$ cat src/logic/ssp_pkg.sv
/*
  Shared constants for the storage select and prefix decode block:
  register offsets and fields, storage address field positions, timing
  and the one-hot state encoding. Assumes a 100 MHz aclk and 32-bit
  AXI4-Lite register access.
*/
package ssp_pkg;

  // ************************************************************
  // Sizes
  // ************************************************************
  localparam int UNITS    = 8;
  localparam int AW       = 24;
  localparam int CODE_W   = 3;
  localparam int CHANS    = 4;
  localparam int REG_AW   = 8;
  localparam int SYNC_W   = 64;

  // ************************************************************
  // Register map, byte addresses and fields
  // ************************************************************
  localparam logic [7:0] OFF_CTRL = 8'h00;
  localparam logic [7:0] OFF_STAT = 8'h04;
  localparam logic [7:0] OFF_ADDR = 8'h08;
  localparam int CTRL_PREFIX_SW = 0;
  localparam int CTRL_EXPAND    = 1;
  localparam int CTRL_LOAD      = 2;
  localparam int CTRL_RESTART   = 3;
  localparam logic [1:0] CTRL_RESET = 2'h0;
  localparam logic [1:0] RESP_OKAY   = 2'h0;
  localparam logic [1:0] RESP_SLVERR = 2'h2;

  // ************************************************************
  // Storage address fields; address bit 0 is the most significant.
  // ************************************************************
  localparam int A_HI_TOP   = 23;
  localparam int A_HI_BOT   = 21;
  localparam int A_UNIT_TOP = 20;
  localparam int A_UNIT_BOT = 18;
  localparam int A_BIT6     = 17;
  localparam int A_BIT20    = 3;
  localparam logic [23:0] BLK_MASK = 24'hfff000;
  localparam logic [23:0] FWD_ONES = 24'h03f000;
  localparam logic [23:0] UNIT_MSK = 24'h1c0000;
  localparam logic [2:0]  BIG_CODE = 3'h4;

  // ************************************************************
  // Timing
  // ************************************************************
  localparam int CLK_NS       = 10;
  localparam int ACC_DELAY_NS = 25;
  localparam int ACC_DELAY_CYC = (ACC_DELAY_NS + CLK_NS - 1) / CLK_NS;

  typedef enum logic [4:0] {
    S_IDLE   = 5'h01,
    S_DECODE = 5'h02,
    S_RETRY  = 5'h04,
    S_WAIT   = 5'h08,
    S_CLEAN  = 5'h10
  } ssp_state_t;

endpackage

$ cat src/logic/ssp_select.sv
/*
  Storage selection with floating addressing and prefix relocation,
  plus an AXI4-Lite register slave for panel settings and status.
  Assumes requests arrive on aclk; all storage-unit pins are asynchronous
  and are resynchronised here.
*/
// Function
// - Compare bits 3-5 with each unit code; select available matches only.
// - CPU address is an OR of three gated sources; channel overrides it.
// - Bits 6 and 20 choose the even or odd interleaved half.
// - Channel requests decode straight from the storage address bus.
// - Prefix on: flag CPU first block, channel first block, CPU last block.
// - No detector firing on a valid request means the first pulse selects the decoded unit.
// - A detector hit withholds the pulse and sets a relocation latch.
// - Forward latch puts prefix bits on 3-5 and ones on 6-11.
// - Backward latch zeroes bits 0-11 of processor addresses only.
// - Latches set any-relocation; detectors stop; next pulse selects.
// - Duplicate codes or units above 1048 K without expansion: invalid.
// - Requested unit unallocated, in test or unpowered is invalid.
// - No matching unit or address bits 0-2 nonzero is invalid.
// - Invalid request: second pulse plus cancel to lowest powered unit.
// - Relocation retries never count as invalid and never cancel.
// - Select goes even to busy units; cleanup waits for accept.
// - Late accept raises oscillator inhibit, held until accept arrives.
// - Bus cleanup comes only when the accept latch sets.
// - Accept delayed 25 ns grants the lowest-numbered pending channel.
// - Relocation adds a cycle; only CPU requests stop the CPU clock once.
// - Unit codes are three-bit binary, first position 000.
// - Detectors need the enable flag, sampled at load, restart, power on.
`timescale 1ns/1ps
module ssp_select (
  input  wire logic                           aclk,
  input  wire logic                           aresetn,
  input  wire logic [7:0]                     s_axi_awaddr,
  input  wire logic                           s_axi_awvalid,
  output logic                                s_axi_awready,
  input  wire logic [31:0]                    s_axi_wdata,
  input  wire logic [3:0]                     s_axi_wstrb,
  input  wire logic                           s_axi_wvalid,
  output logic                                s_axi_wready,
  output logic [1:0]                          s_axi_bresp,
  output logic                                s_axi_bvalid,
  input  wire logic                           s_axi_bready,
  input  wire logic [7:0]                     s_axi_araddr,
  input  wire logic                           s_axi_arvalid,
  output logic                                s_axi_arready,
  output logic [31:0]                         s_axi_rdata,
  output logic [1:0]                          s_axi_rresp,
  output logic                                s_axi_rvalid,
  input  wire logic                           s_axi_rready,
  input  wire logic                           cpu_req,
  input  wire logic [2:0]                     cpu_gate,
  input  wire logic [23:0]                    cpu_src_data,
  input  wire logic [23:0]                    instruction_counter_source,
  input  wire logic [23:0]                    alternate_address_source,
  input  wire logic                           chan_req,
  input  wire logic [23:0]                    chan_addr,
  input  wire logic [4:0][2:0]                unused_dummy_never,
  input  wire logic [23:0]                    unit_code,
  input  wire logic [7:0]                     unit_alloc,
  input  wire logic [7:0]                     unit_power,
  input  wire logic [7:0]                     unit_test,
  input  wire logic [7:0]                     unit_accept,
  input  wire logic                           dup_detect,
  input  wire logic [2:0]                     float_prefix,
  input  wire logic [3:0]                     chan_sync,
  output logic [7:0]                          select_even,
  output logic [7:0]                          select_odd,
  output logic                                select_cancel,
  output logic [23:0]                         storage_address_bus,
  output logic                                osc_inhibit,
  output logic                                cpu_clock_stop,
  output logic                                bus_cleanup,
  output logic [3:0]                          chan_grant
);

  // ************************************************************
  // Helper functions
  // ************************************************************
  // Lowest set bit as a one-hot mask; lowest index wins.
  function automatic logic [7:0] lowest_one(input logic [7:0] v);
    logic [7:0] r;
    r = v & (~v + 8'h01);
    return r;
  endfunction

  function automatic logic [2:0] unit_of(input logic [23:0] a);
    return a[ssp_pkg::A_UNIT_TOP:ssp_pkg::A_UNIT_BOT];
  endfunction

  // ************************************************************
  // Pin synchroniser
  // ************************************************************
  logic [ssp_pkg::SYNC_W-1:0] sync1;
  logic [ssp_pkg::SYNC_W-1:0] sync2;

  // Every storage-unit pin passes two flops before anything looks at it.
  always_ff @(posedge aclk) begin
    sync1 <= {unit_code, unit_alloc, unit_power, unit_test, unit_accept,
              dup_detect, float_prefix, chan_sync};
    sync2 <= sync1;
  end

  wire [23:0] code_s   = sync2[63:40];
  wire [7:0]  alloc_s  = sync2[39:32];
  wire [7:0]  power_s  = sync2[31:24];
  wire [7:0]  test_s   = sync2[23:16];
  wire [7:0]  accept_s = sync2[15:8];
  wire        dup_s    = sync2[7];
  wire [2:0]  fpref_s  = sync2[6:4];
  wire [3:0]  csync_s  = sync2[3:0];

  // ************************************************************
  // Request state
  // ************************************************************
  ssp_pkg::ssp_state_t st;
  ssp_pkg::ssp_state_t next_st;
  logic        chan_pri;
  logic [23:0] cpu_q;
  logic [23:0] chan_q;
  logic        fwd;
  logic        bwd;
  logic        any_reloc;
  logic        cancel_pend;
  logic        wait_first;
  logic [7:0]  sel_mask;
  logic        enable_prefix;
  logic        pwr_done;
  logic [1:0]  ctrl;
  logic [ssp_pkg::ACC_DELAY_CYC-1:0] acc_dly;

  // ************************************************************
  // Address merge and relocation
  // ************************************************************
  // Gated OR of the three processor sources.
  wire [23:0] cpu_or = ({24{cpu_gate[0]}} & cpu_src_data)
                     | ({24{cpu_gate[1]}} & instruction_counter_source)
                     | ({24{cpu_gate[2]}} & alternate_address_source);
  // Backward relocation blocks the processor sources only.
  wire [23:0] cpu_m = bwd ? (cpu_q & ~ssp_pkg::BLK_MASK) : cpu_q;
  // Channel bits come straight off the bus; no degating possible.
  wire [23:0] raw_addr = chan_pri ? chan_q : cpu_m;
  // Forward relocation substitutes prefix bits and forces bits 6-11.
  wire [23:0] fwd_addr = (raw_addr & ~(ssp_pkg::UNIT_MSK | ssp_pkg::FWD_ONES))
                       | ssp_pkg::FWD_ONES
                       | {3'h0, fpref_s, 18'h0};
  wire [23:0] comb_addr = fwd ? fwd_addr : raw_addr;
  wire [2:0]  ufield    = unit_of(comb_addr);

  // ************************************************************
  // Unit comparison and validity
  // ************************************************************
  wire [7:0] match;
  wire [7:0] big;
  wire [7:0] avail = alloc_s & power_s & ~test_s;
  genvar gi;
  // Binary-coded unit positions compared with bits 3-5.
  for (gi = 0; gi < ssp_pkg::UNITS; gi = gi + 1) begin : g_unit
    assign match[gi] = (code_s[gi*3 +: 3] == ufield);
    assign big[gi]   = (code_s[gi*3 +: 3] >= ssp_pkg::BIG_CODE);
  end
  wire [7:0] hit         = match & avail;
  wire [7:0] first_avail = lowest_one(power_s);
  // Configuration faults block decoding whichever unit is asked.
  wire bad_cfg = dup_s | (~ctrl[ssp_pkg::CTRL_EXPAND] & |(alloc_s & big));
  wire hi_bits = |comb_addr[ssp_pkg::A_HI_TOP:ssp_pkg::A_HI_BOT];
  // Unmatched, unavailable or too-high addresses are invalid.
  wire req_bad = bad_cfg | hi_bits | ~|hit;
  // Interleave choice from bits 6 and 20.
  wire odd = comb_addr[ssp_pkg::A_BIT6] ^ comb_addr[ssp_pkg::A_BIT20];

  // ************************************************************
  // Prefix detectors
  // ************************************************************
  // Detectors work only with the enable flag and no relocation yet.
  wire det_en    = enable_prefix & ~any_reloc;
  wire first_blk = ~|(comb_addr & ssp_pkg::BLK_MASK);
  wire last_blk  = ~hi_bits & (ufield == fpref_s)
                 & ((comb_addr & ssp_pkg::FWD_ONES) == ssp_pkg::FWD_ONES);
  wire det_fwd   = det_en & first_blk;
  wire det_bwd   = det_en & ~chan_pri & last_blk;
  wire det_any   = det_fwd | det_bwd;

  // ************************************************************
  // Select issue
  // ************************************************************
  wire in_dec     = (st == ssp_pkg::S_DECODE);
  wire in_retry   = (st == ssp_pkg::S_RETRY);
  wire in_wait    = (st == ssp_pkg::S_WAIT);
  // First pulse goes out only when no detector fires.
  wire issue      = (in_dec & ~det_any & ~req_bad) | in_retry;
  // An invalid retry goes to the first powered unit with cancel.
  wire [7:0] tgt  = (in_retry & cancel_pend) ? first_avail : hit;
  wire [7:0] next_even = issue & ~odd ? tgt : 8'h00;
  wire [7:0] next_odd  = issue &  odd ? tgt : 8'h00;
  wire acc_hit    = |(accept_s & sel_mask);
  wire done       = in_wait & acc_hit;
  wire [7:0] grant_pick = lowest_one({4'h0, csync_s});

  // Next state of the request sequence.
  always_comb begin
    next_st = st;
    case (st)
      ssp_pkg::S_IDLE: begin
        if (cpu_req | chan_req) begin
          next_st = ssp_pkg::S_DECODE;
        end
      end
      ssp_pkg::S_DECODE: begin
        // A withheld or refused first try costs one more cycle.
        next_st = (det_any | req_bad) ? ssp_pkg::S_RETRY : ssp_pkg::S_WAIT;
      end
      ssp_pkg::S_RETRY: begin
        next_st = ssp_pkg::S_WAIT;
      end
      ssp_pkg::S_WAIT: begin
        // Busy units still get select; only accept moves on.
        if (acc_hit) begin
          next_st = ssp_pkg::S_CLEAN;
        end
      end
      ssp_pkg::S_CLEAN: begin
        next_st = ssp_pkg::S_IDLE;
      end
      default: begin
        next_st = ssp_pkg::S_IDLE;
      end
    endcase
  end

  // Request capture, sequencing and relocation latches.
  always_ff @(posedge aclk) begin
    if (!aresetn) begin
      st <= ssp_pkg::S_IDLE;
      chan_pri <= 1'b0;
      cpu_q <= 24'h000000;
      chan_q <= 24'h000000;
      fwd <= 1'b0;
      bwd <= 1'b0;
      any_reloc <= 1'b0;
      cancel_pend <= 1'b0;
    end else begin
      st <= next_st;
      if (st == ssp_pkg::S_IDLE) begin
        chan_pri <= chan_req;
        cpu_q <= cpu_or;
        chan_q <= chan_addr;
      end
      if (in_dec) begin
        fwd <= det_fwd;
        bwd <= det_bwd & ~det_fwd;
        any_reloc <= det_any;
        cancel_pend <= ~det_any & req_bad;
      end else if (st == ssp_pkg::S_CLEAN) begin
        fwd <= 1'b0;
        bwd <= 1'b0;
        any_reloc <= 1'b0;
        cancel_pend <= 1'b0;
      end
    end
  end

  // Selection outputs are single-cycle pulses.
  always_ff @(posedge aclk) begin
    if (!aresetn) begin
      select_even <= 8'h00;
      select_odd <= 8'h00;
      select_cancel <= 1'b0;
      sel_mask <= 8'h00;
      storage_address_bus <= 24'h000000;
    end else begin
      select_even <= next_even;
      select_odd <= next_odd;
      select_cancel <= in_retry & cancel_pend;
      if (issue) begin
        sel_mask <= tgt;
        storage_address_bus <= comb_addr;
      end
    end
  end

  // Clock stopping, cleanup and timed accept.
  // The accept input is resynchronised, so even an idle unit reaches
  // this logic two cycles late and the inhibit normally rises once.
  always_ff @(posedge aclk) begin
    if (!aresetn) begin
      wait_first <= 1'b0;
      osc_inhibit <= 1'b0;
      cpu_clock_stop <= 1'b0;
      bus_cleanup <= 1'b0;
      acc_dly <= '0;
      chan_grant <= 4'h0;
    end else begin
      wait_first <= issue;
      if (done) begin
        osc_inhibit <= 1'b0;
      end else if (in_wait & wait_first) begin
        osc_inhibit <= 1'b1;
      end
      cpu_clock_stop <= in_dec & det_any & ~chan_pri;
      bus_cleanup <= done;
      acc_dly <= {acc_dly[ssp_pkg::ACC_DELAY_CYC-2:0], done};
      chan_grant <= acc_dly[ssp_pkg::ACC_DELAY_CYC-1]
                    ? grant_pick[ssp_pkg::CHANS-1:0] : 4'h0;
    end
  end

  // ************************************************************
  // Register slave
  // ************************************************************
  logic        aw_held;
  logic        w_held;
  logic [7:0]  aw_q;
  logic [31:0] w_q;
  logic        w_lane0;
  wire         wr_go  = aw_held & w_held & ~s_axi_bvalid;
  wire         wr_ctl = wr_go & (aw_q == ssp_pkg::OFF_CTRL) & w_lane0;
  wire         wr_ok  = (aw_q == ssp_pkg::OFF_CTRL);
  wire         load   = wr_ctl & (w_q[ssp_pkg::CTRL_LOAD]
                                 | w_q[ssp_pkg::CTRL_RESTART]);
  wire [31:0]  stat_w = {24'h0, ~(st == ssp_pkg::S_IDLE), select_cancel,
                         osc_inhibit, bad_cfg, any_reloc, bwd, fwd,
                         enable_prefix};
  wire [31:0]  rd_val = (s_axi_araddr == ssp_pkg::OFF_CTRL) ? {30'h0, ctrl}
                      : (s_axi_araddr == ssp_pkg::OFF_STAT) ? stat_w
                      : {8'h0, storage_address_bus};
  wire         rd_ok  = (s_axi_araddr == ssp_pkg::OFF_CTRL)
                      | (s_axi_araddr == ssp_pkg::OFF_STAT)
                      | (s_axi_araddr == ssp_pkg::OFF_ADDR);

  // Write channel: address and data may come in either order.
  always_ff @(posedge aclk) begin
    if (!aresetn) begin
      aw_held <= 1'b0;
      w_held <= 1'b0;
      aw_q <= 8'h00;
      w_q <= 32'h0;
      w_lane0 <= 1'b0;
      s_axi_awready <= 1'b1;
      s_axi_wready <= 1'b1;
      s_axi_bvalid <= 1'b0;
      s_axi_bresp <= ssp_pkg::RESP_OKAY;
      ctrl <= ssp_pkg::CTRL_RESET;
    end else begin
      if (s_axi_awvalid & s_axi_awready) begin
        aw_held <= 1'b1;
        aw_q <= s_axi_awaddr;
        s_axi_awready <= 1'b0;
      end
      if (s_axi_wvalid & s_axi_wready) begin
        w_held <= 1'b1;
        w_q <= s_axi_wdata;
        w_lane0 <= s_axi_wstrb[0];
        s_axi_wready <= 1'b0;
      end
      if (wr_go) begin
        aw_held <= 1'b0;
        w_held <= 1'b0;
        s_axi_bvalid <= 1'b1;
        s_axi_bresp <= wr_ok ? ssp_pkg::RESP_OKAY : ssp_pkg::RESP_SLVERR;
      end
      if (s_axi_bvalid & s_axi_bready) begin
        s_axi_bvalid <= 1'b0;
        s_axi_awready <= 1'b1;
        s_axi_wready <= 1'b1;
      end
      if (wr_ctl) begin
        ctrl <= w_q[1:0];
      end
    end
  end

  // The prefix switch is sampled at power on, load and restart.
  always_ff @(posedge aclk) begin
    if (!aresetn) begin
      pwr_done <= 1'b0;
      enable_prefix <= 1'b0;
    end else begin
      pwr_done <= 1'b1;
      if (!pwr_done) begin
        enable_prefix <= ctrl[ssp_pkg::CTRL_PREFIX_SW];
      end else if (load) begin
        enable_prefix <= w_q[ssp_pkg::CTRL_PREFIX_SW];
      end
    end
  end

  // Read channel: one outstanding read, answered the next cycle.
  always_ff @(posedge aclk) begin
    if (!aresetn) begin
      s_axi_arready <= 1'b1;
      s_axi_rvalid <= 1'b0;
      s_axi_rdata <= 32'h0;
      s_axi_rresp <= ssp_pkg::RESP_OKAY;
    end else if (s_axi_arvalid & s_axi_arready) begin
      s_axi_arready <= 1'b0;
      s_axi_rvalid <= 1'b1;
      s_axi_rdata <= rd_ok ? rd_val : 32'h0;
      s_axi_rresp <= rd_ok ? ssp_pkg::RESP_OKAY : ssp_pkg::RESP_SLVERR;
    end else if (s_axi_rvalid & s_axi_rready) begin
      s_axi_rvalid <= 1'b0;
      s_axi_arready <= 1'b1;
    end
  end
endmodule

$ cat config.mk
export PLATFORM = sky130hd
export DESIGN_NAME = ssp_select
export DESIGN_NICKNAME = d
export VERILOG_FILES = /design/src/logic/ssp_pkg.sv /design/src/logic/ssp_select.sv
export SDC_FILE = /design/constraint.sdc
export NUM_CORES = 1
export LEC_CHECK = 0
export BUFFER_PORTS_ARGS = -buffer_cell sky130_fd_sc_hd__buf_2
export CORE_MARGIN = 5
export CORE_UTILIZATION = 35
export DETAILED_ROUTE_END_ITERATION = 10
export GPL_TIMING_DRIVEN = 0
export PLACE_DENSITY = 0.68
export SLEW_MARGIN = 25
export SYNTH_ARGS = -nofsm -noshare
export SYNTH_HDL_FRONTEND = slang
export SYNTH_SLANG_ARGS = --single-unit
$ cat constraint.sdc
create_clock -name aclk -period 4.3 [get_ports aclk]
set_clock_uncertainty 0.05 [all_clocks]
set_input_delay 0.215 -clock aclk [delete_from_list [all_inputs] [get_ports aclk]]
set_output_delay 0.215 -clock aclk [all_outputs]
set_load 0.01 [all_outputs]
==> results.toml, run 1 <==
[yosys]
async_flop_share_pct = 0
syn_area_um2 = 10100
synth_top_area_cell = "dfxtp_1"
synthFlopType = "dfxtp_1"
synthCells = 1011
yosys_warnings = 0
synth_seq_cells = 295
synth_top_area_share_pct = 58.5
synth_seq_area_share_pct = 58.5
syn_area_per_cell_um2 = 9.98
yosysUniqueCellTypes = 65
synth_edf_count = 0
synthTopCellsByArea = "dfxtp_1 59%, nand2_1 6.0%, mux2i_1 3.7%"

[grt]
antenna_found_initial = 0
grt_usage_pct = 18.1
grt_pass1_wl_um = 47800
grt_max_degree = 15
grt_pass1_vias = 8945
overflow = 0

[die]
core_region_area_um2 = 28600
start_util_pct = 35.3
die_width_um = 180
dieArea_um2 = 32300
die_y_um = 180
io_pins = 328
placementRows = 62

[sta]
period_share_pct = 77.3
max_freq_mhz = 301
fin_crit_ns = 3.32
tightest_slew_ns = 0.840
hold_violations = 0
slew_viol_final = 0
tns_ns = 0
holdWs_ns = 0.0413
rsz0062_at_grt = "false"
setup_viol = 0
slew_headroom_pct = 43.3

[route]
firstDrtPassIters = 6
met2_length_um = 14800
route.met3.wl_um = 1840
ant_nets = 0
drtIter0Drc = 594
top_layer = "met4"
vias = 8847
drc = 0
routed_wl_um = 30900
wl_per_cell_um = 16.8
wl_met1_um = 13400
avgViaCountPerCell = 4.82

[cts]
cts_max_level = 1
path_clk_slew_ns = 0.06
clockBufferDepth = 3
postCtsSetupBuffers = 0
cts_made_buffers = 29
cts_tree = "done"
clock-sinks = 295
root_buffer = "clkbuf_16"
post_cts_resize_count = 0
worstSkewPairLatency_ns = 0.53

[setup_path]
cpPeakStageDelay_ns = 0.56
path_delay_family = "compound AO/OA/AOI/OAI gates"
r2r-end = "storage_address_bus[21]"
reg2reg_from = "bwd"
required_ns = 4.67
worstPathMaxFanout = 10
crit_path_start_kind = "register"
r2r_cells = 11
critPathKind = "register to register"
slowest_stage = "or4_4"
rrSetupSlack_ns = 0.98
crit_buf_inv = 3
arrival_ns = 3.69
endpoint_kind = "register"
critPathMostFrequentCell = "buf_6"
crit_chain = "buf_6, or3b_4, a2bb2oi_4, xor2_1, or4_4, o2111ai_2, a211oi_2, o21a_1, buf_4, buf_6, mux2_4"

[cells_and_area]
seqCellArea_um2 = 5910
drive_gt1_share_pct = 24.8
multiInputGateArea_um2 = 3800
fill_cells = 2641
final_cell_mix = "295 x dfxtp_1, 273 x buf_2, 161 x nand2_1"
area.growth.synth_to_final_pct = 38.9
final_common_cell = "dfxtp_1"
num_antenna_cells = 0
nets = 1673

[power]
leakage_uw = 0.00613
internal-power_uw = 4830
p_per_area_nw_per_um2 = 473
irDropWorstVdd_mv = 0.275
swShare_pct = 27.1
power_frac_seq_pct = 45.7
switching_power_uw = 1800
power_uw = 6620
pwr-share-clk_pct = 36.6
combPwrFrac_pct = 17.7

[placed_design]
port_buffers = 269
dp_hpwl_um = 22900
gp_congestion = 0.903

[run_status]
status = "completed"

[min_path]
hp-class = "input port to register"
whs_endpoint = "cpu_q[15]"
hold_start = "alternate_address_source[15]"
hold_depth = 3

[job]
drv_cap = 0
worst min-delay path, delay by kind of cell:
kind,cells,cell delay [ns]
buf+inv,1,0.07
compound gates,2,0.27
sequential cells by signal, summed over array words and instances (netlist names), 2 cells and up:
register,cells
sync1,64
sync2,64
chan_q,24
cpu_q,24
s_axi_rdata,24
storage_address_bus,24
aw_q,8
sel_mask,8
select_even,8
select_odd,8
st,5
chan_grant,4
w_q,4
acc_dly,3
ctrl,2
per-stage QoR:
stage | utilization [%] | instances | area [µm²] | setup slack, ns
after global placement | 41.8 | 1673 | 12000 | 1.03
after CTS | 49.0 | 1837 | 14000 | 0.960
final | 49.0 | 1837 | 14000 | 0.976
after global routing | 49.0 | 1837 | 14000 | 0.852
after floorplan | - | 1020 | 10100 | 1.38
after detailed placement | 41.8 | 1673 | 12000 | 0.993
power by group through the flow:
stage / Clock, µW / Sequential [µW] / Combinational (µW)
after floorplan: 0 / 3050 / 728
after global placement: 0 / 3080 / 1070
after detailed placement: 0 / 3090 / 1080
after CTS: 2470 / 3030 / 1170
after global routing: 2580 / 3050 / 1290
final: 2420 / 3030 / 1170
synth_stat cells (all sizes together), types with 9 or more instances:
library cell,number
inv,18
a22oi,27
nor4,9
nand3,17
nor3,26
a211oi,31
xnor2,13
a21oi,69
nand2b,16
clkbuf,43
buf,28
nand2,161
a222oi,26
dfxtp,295
o21ai,11
nor2,81
mux2,12
mux2i,37
worst max path at each step:
stage / from / to / slack (ns) / cells past startpoint
after CTS: bwd / storage_address_bus[21] / 0.96 / 11
after global routing: bwd / select_even[4] / 0.85 / 11
after detailed placement: bwd / storage_address_bus[21] / 0.99 / 11
final: bwd / storage_address_bus[21] / 0.98 / 11
after floorplan: bwd / storage_address_bus[21] / 1.38 / 11
after global placement: bwd / storage_address_bus[21] / 1.03 / 11
logic make-up (layout without fill, tap and decap cells):
| group | after synthesis | after routing | share of synthesized area, % |
|---|---|---|---|
| AO/OA/AOI/OAI | 203 | 203 | 14.7 |
| buffers and inverters | 90 | 523 | 4.18 |
| XOR/XNOR | 21 | 21 | 1.82 |
| flip-flops | 295 | 295 | 58.5 |
| AND/OR/NAND/NOR | 352 | 352 | 15.7 |
| other | 1 | 10 | 0.0372 |
| multiplexers | 49 | 49 | 5.05 |
per-layer routing:
metal | vias to the layer above | GRT usage [%]
li1 | 4390 | -
met2 | 320 | 31.1
met5 | - | 0
met3 | 49 | 3.25
met1 | 4088 | 23.3
met4 | 0 | 5.30
area by class of cell:
class / instances / area share (%)
flip-flops and latches: 295 / 42.1
well taps: 384 / 3.43
plain buffers: 71 / 2.50
repair buffers: 383 / 17.7
multi-input cells: 635 / 27.1
clock buffers: 41 / 6.00
clock inverters: 9 / 0.571
inverters: 19 / 0.509
timing repair:
item / 4_1_cts / 5_1_grt
setup endpoints to repair: 0 / 0
hold buffers: 114 / 0
endpoints found under the hold margin: 111 / 0
Note: power is estimated with default switching activity, not from simulation.
==> inputs of run 2 (changes only) <==
Settings changed: ABC_AREA set to 1, PLACE_DENSITY 0.68 to 0.67.
Clock period 4.3 ns to 3.5 ns, I/O delays scaled along.
==> run 2 against run 1 <==
Net effect: global-route usage increased by 0.86 points; sequential power increased by 27%; synthesized area increased by 5.5%; synthesized cell count increased by 28%; clock power increased by 43%; utilization increased by 2.0 points; register-to-register slack got worse by 0.33 ns; design area increased by 8.7%; total power increased by 39%; critical path type unchanged; highest routed layer unchanged.
==> results.toml, run 2 <==
[route]
wl_per_cell_um = 15.5
avgViaCountPerCell = 4.69
vias = 10200
drc = 0
drtIter0Drc = 514
ant_nets = 0
firstDrtPassIters = 5
routed_wl_um = 33700

[cells_and_area]
fill_cells = 2764
reg_top3 = "sync1: 64 flops, sync2: 64 flops"
drive_gt1_share_pct = 23.4
nets = 2004
num_antenna_cells = 0
final_common_cell = "nand2_1"
final_cell_mix = "296 x nand2_1, 295 x dfxtp_1, 279 x buf_2"
area.growth.synth_to_final_pct = 43.0

[grt]
grt_max_degree = 18
overflow = 0
grtUsageMet3_pct = 2.96
grtUsageMet2_pct = 33.0
grt.busiest_layer = "met2"
gr-usage-met1_pct = 24.0
antenna_found_initial = 0
grt_pass1_vias = 10200
grt_usage_pct = 18.9
grt_pass1_wl_um = 52200

[run_status]
status = "completed"

[sta]
rsz0062_at_grt = "false"
slew_headroom_pct = 41.2
tns_ns = 0
period_share_pct = 81.4
slew_viol_final = 0
fin_crit_ns = 2.85
setup_viol = 0
holdWs_ns = 0.0633
tightest_slew_ns = 0.874
max_freq_mhz = 351
hold_violations = 0

[placed_design]
port_buffers = 271
gp_congestion = 0.901
dp_hpwl_um = 24200

[power]
p_per_area_nw_per_um2 = 606
leakage_uw = 0.00715
irDropWorstVdd_mv = 0.482

[cts]
clock-sinks = 295
cts_tree = "done"
path_clk_slew_ns = 0.07
postCtsSetupBuffers = 0
clockBufferDepth = 3
worstSkewPairLatency_ns = 0.55
cts_max_level = 1
cts_made_buffers = 30
root_buffer = "clkbuf_16"

[setup_path]
crit_path_start_kind = "register"
slowest_stage = "dlygate4sd3_1"
arrival_ns = 3.23
critPathMostFrequentCell = "clkbuf_1"
endpoint_kind = "register"
critPathKind = "register to register"
required_ns = 3.89
worstPathMaxFanout = 10
rrSetupSlack_ns = 0.65
crit_chain = "nor2_1, nand2_1, nor3_1, clkbuf_1, clkbuf_1, a41oi_1, dlygate4sd3_1"
cpPeakStageDelay_ns = 0.61

[yosys]
synthTopCellsByCount = "296 x nand2_1, 295 x dfxtp_1, 194 x nor2_1, 102 x inv_1, 72 x o21ai_0"
yosys_warnings = 0
synth_most_common_cell = "nand2_1"
yosysUniqueCellTypes = 43
synth_seq_area_share_pct = 55.5
synthTopCellsByArea = "dfxtp_1 55%, nand2_1 10%, nor2_1 6.8%"
syn_area_per_cell_um2 = 8.24
synthCells = 1292
syn_area_um2 = 10600
synth_seq_cells = 295
async_flop_share_pct = 0
synthFlopType = "dfxtp_1"
synth_top_area_share_pct = 55.5
synth_edf_count = 0
synth_top_area_cell = "dfxtp_1"

[die]
die_width_um = 184
die_y_um = 184
dieArea_um2 = 34000
placementRows = 63
io_pins = 328
start_util_pct = 35.6
core_region_area_um2 = 29900

[job]
drv_cap = 0

[min_path]
hp-class = "input port to register"
[run 2: cell types whose count changed after synthesis, moves of 26 or more]
| cell | previous run | this run |
|---|---|---|
| a21oi_2 | 2 | 29 |
| nand2_1 | 161 | 296 |
| o21ai_0 | 10 | 72 |
| mux2i_1 | 37 | 0 |
| a222oi_1 | 26 | 0 |
| a211oi_1 | 30 | 3 |
| nand3_1 | 17 | 70 |
| inv_1 | 17 | 102 |
| a22oi_1 | 27 | 1 |
| nor2_1 | 81 | 194 |
[run 2: cell families after synthesis]
kind of cell	synth area share (%)
muxes	1.27
other	0.0352
and+or+nand+nor	24.2
buffers and inverters	7.59
DFF	55.5
AOI/OAI and AO/OA	11.3
xor gates and xnor gates	0.0823
[run 2: worst paths after layout]
kind                       from   endpoint  cells after the start
setup reg to reg          st[3]  cpu_q[12]                      7
setup / recovery          st[3]  cpu_q[12]                      7
hold reg to reg       sync1[12]  sync2[12]                      0
hold / removal    s_axi_awvalid    aw_q[0]                      5
[run 2: cell type report]
| cell class | instances | area [µm²] | area share (%) |
|---|---|---|---|
| flip-flops and latches | 295 | 5910 | 38.8 |
| multi-input cells | 830 | 3970 | 26.1 |
| repair buffers | 432 | 2970 | 19.5 |
| clock buffers | 32 | 790 | 5.18 |
| well taps | 390 | 488 | 3.20 |
| plain buffers | 69 | 404 | 2.65 |
| inverters | 107 | 404 | 2.65 |
| clock inverters | 24 | 297 | 1.95 |
[run 2: worst max-delay path, delay by kind of cell, from the launching register on]
| kind | cells | cell delay, ns |
|---|---|---|
| AO/OA/AOI/OAI | 1 | 0.21 |
| buffers and inverters | 3 | 1.59 |
| flip-flops | 1 | 0.33 |
| AND/OR/NAND/NOR | 3 | 0.55 |
[run 2: timing repair]
action,in CTS,in global routing
endpoints found under the setup margin,0,0
hold endpoints to repair,135,0
resized for setup,0,0
hold buffers,161,0
[run 2: per-stage QoR]
| step | worst slack, ns | util, % | std cells | power, µW | cell area, µm² |
|---|---|---|---|---|---|
| after floorplan | 1.44 | - | 1301 | 4980 | 10700 |
| after global placement | 0.953 | 41.9 | 1962 | 5550 | 12500 |
| after detailed placement | 0.914 | 41.9 | 1962 | 5560 | 12500 |
| after CTS | 0.683 | 50.9 | 2179 | 9260 | 15200 |
| after global routing | 0.448 | 51.0 | 2179 | 9660 | 15200 |
| final | 0.651 | 51.0 | 2179 | 9220 | 15200 |
[run 2: where the power goes]
group	internal (µW)	total, µW	switching, µW
combinational	779	1910	1130
sequential	3690	3860	175
clock	2040	3450	1420
total	6500	9220	2720
[run 2: routing by layer]
layer | up-vias | wire [µm]
li1 | 5086 | -
met2 | 355 | 16100
met3 | 71 | 2240
met4 | 0 | 1060
met5 | - | 0
met1 | 4704 | 14400
==> inputs of run 3 (changes only) <==
Settings changed: ABC_AREA 1 to 0, PLACE_DENSITY 0.67 to 0.7.
Clock period 3.5 ns to 2.6 ns, I/O delays scaled along.
==> run 3 against run 2 <==
Net effect: the flow now finishes with violations (setup timing); final cell count decreased by 12%; non-clock buffer count increased by 24; register-to-register slack got worse by 0.86 ns; combinational power increased by 20%; largest cell class unchanged; sequential share of layout area increased by 0.35 points; die area decreased by 4.9%; via count decreased by 9.4%; clock power increased by 32%; maximum frequency increased by 1.4%; design area decreased by 0.88%; global-route usage about the same; critical path type unchanged.
==> results.toml, run 3 (synthesized netlist as in run 1, its figures left out) <==
[cts]
root_buffer = "clkbuf_16"
cts_made_buffers = 30
cts_tree = "done"
clock-sinks = 295
clockBufferDepth = 3
cts_max_level = 1
path_clk_slew_ns = 0.06
worstSkewPairLatency_ns = 0.57

[power]
power_uw = 11900
leakage_uw = 0.00658
p_per_area_nw_per_um2 = 788
irDropWorstVdd_mv = 0.529

[route]
firstDrtPassIters = 8
avgViaCountPerCell = 4.83
drtIter0Drc = 669
vias = 9253
wl_per_cell_um = 16.9
drc = 0
routed_wl_um = 32400
ant_nets = 0

[run_status]
violations = "setup timing"
status = "finished, violations left"

[sta]
hold_violations = 0
max_freq_mhz = 356
slew_viol_final = 0
setup_viol = 50
fin_crit_ns = 2.81
tightest_slew_ns = 0.824
rsz0062_at_grt = "true"
period_share_pct = 108
setup_slack_ns = -0.211
slew_headroom_pct = 45.1

[die]
dieArea_um2 = 32300
start_util_pct = 35.3
placementRows = 62
io_pins = 328
die_width_um = 180
core_region_area_um2 = 28600
die_y_um = 180

[placed_design]
place_ws_ns = -0.518
dp_hpwl_um = 22800
gp_congestion = 0.878
port_buffers = 269

[grt]
grt_usage_pct = 18.9
grt_pass1_wl_um = 50000
antenna_found_initial = 1
grt_max_degree = 17
grt_pass1_vias = 9536
overflow = 0

[cells_and_area]
nets = 1745
final_cell_mix = "294 x dfxtp_1, 272 x buf_2, 169 x dlygate4sd3_1"
final_common_cell = "dfxtp_1"
area.growth.synth_to_final_pct = 49.6
drive_gt1_share_pct = 26.6
fill_cells = 2522
reg_top3 = "sync1: 64 flops, sync2: 64 flops"

[setup_path]
crit_path_start_kind = "register"
arrival_ns = 3.21
required_ns = 3.00
critPathKind = "register to register"
worstPathMaxFanout = 7
endpoint_kind = "register"

[min_path]
hp-class = "input port to register"

[job]
drv_cap = 0
## run 3: cell types whose count changed in the layout (fill, tap and decap cells not counted), sizes merged, moves of 16 or more
cell,previous run,this run
nand2,307,161
nor2,196,81
inv,109,21
o21ai,73,11
nand3,73,17
mux2i,0,37
a211oi,3,31
a222oi,0,26
a22oi,1,27
a41oi,24,1
nand2b,0,16
## run 3: report_power, final
group / switching [µW] / internal (µW) / total (µW)
sequential: 191 / 4830 / 5020
combinational: 1230 / 1070 / 2300
clock: 1830 / 2750 / 4570
total: 3250 / 8650 / 11900
## run 3: repair_timing
item                       CTS  global route
pin swaps                    8             9
hold endpoints to repair   137             0
setup endpoints to repair   51            53
cloned                       1             0
gates resized for setup     24            11
hold buffers               169             0
buffers inserted            13             4
## run 3: stage by stage
step           TNS [ns]  hold slack, ns  std cells  instance area, µm²  utilization (%)
6_report          -6.69          0.0277       1914               15100             52.7
3_3_place_gp     -20.09           0.183       1673               12000             41.8
4_1_cts           -7.41         0.00515       1910               15000             52.5
5_1_grt          -11.28          0.0257       1914               15100             52.7
3_5_place_dp     -18.85           0.184       1673               12000             41.8
2_1_floorplan    -0.187           0.108       1020               10100                -
## run 3: layout make-up
cell class | instances | area, µm² | share of cell area [%]
clock inverter | 16 | 234 | 1.55
buffer | 69 | 360 | 2.39
sequential | 295 | 5910 | 39.1
multi-input combinational | 635 | 3960 | 26.3
clock buffer | 39 | 855 | 5.66
tap | 384 | 480 | 3.18
timing repair buffer | 456 | 3220 | 21.3
inverter | 19 | 71.3 | 0.473
antenna | 1 | 2.50 | 0.0166
## run 3: path summary, 6_finish.rpt
kind	depth (start not counted)	end	start	slack, ns
worst min-delay path	3	cpu_q[22]	instruction_counter_source[22]	0.03
worst min register to register	0	sync2[2]	sync1[2]	0.27
worst max-delay path	12	storage_address_bus[21]	bwd	-0.21
worst max register to register	12	storage_address_bus[21]	bwd	-0.21
## run 3: critical path, cell delays in order, from the launching register on
cell and delay (ns):
dfxtp_1 0.31, buf_6 0.13, or3b_4 0.41, buf_12 0.14
a2bb2oi_4 0.20, buf_12 0.15, xnor2_1 0.06, nand4_1 0.19
o2111ai_4 0.16, a211oi_4 0.28, o21a_4 0.22, buf_12 0.12
mux2_4 0.29
## run 3: per-layer routing
layer  global-route usage [%]  vias up  share of wire (%)
met5                        0        -                  0
met4                     5.97        0                2.7
met3                     3.70       63                6.0
met2                     32.8      355                 48
met1                     23.8     4307                 43
li1                         -     4528                  -
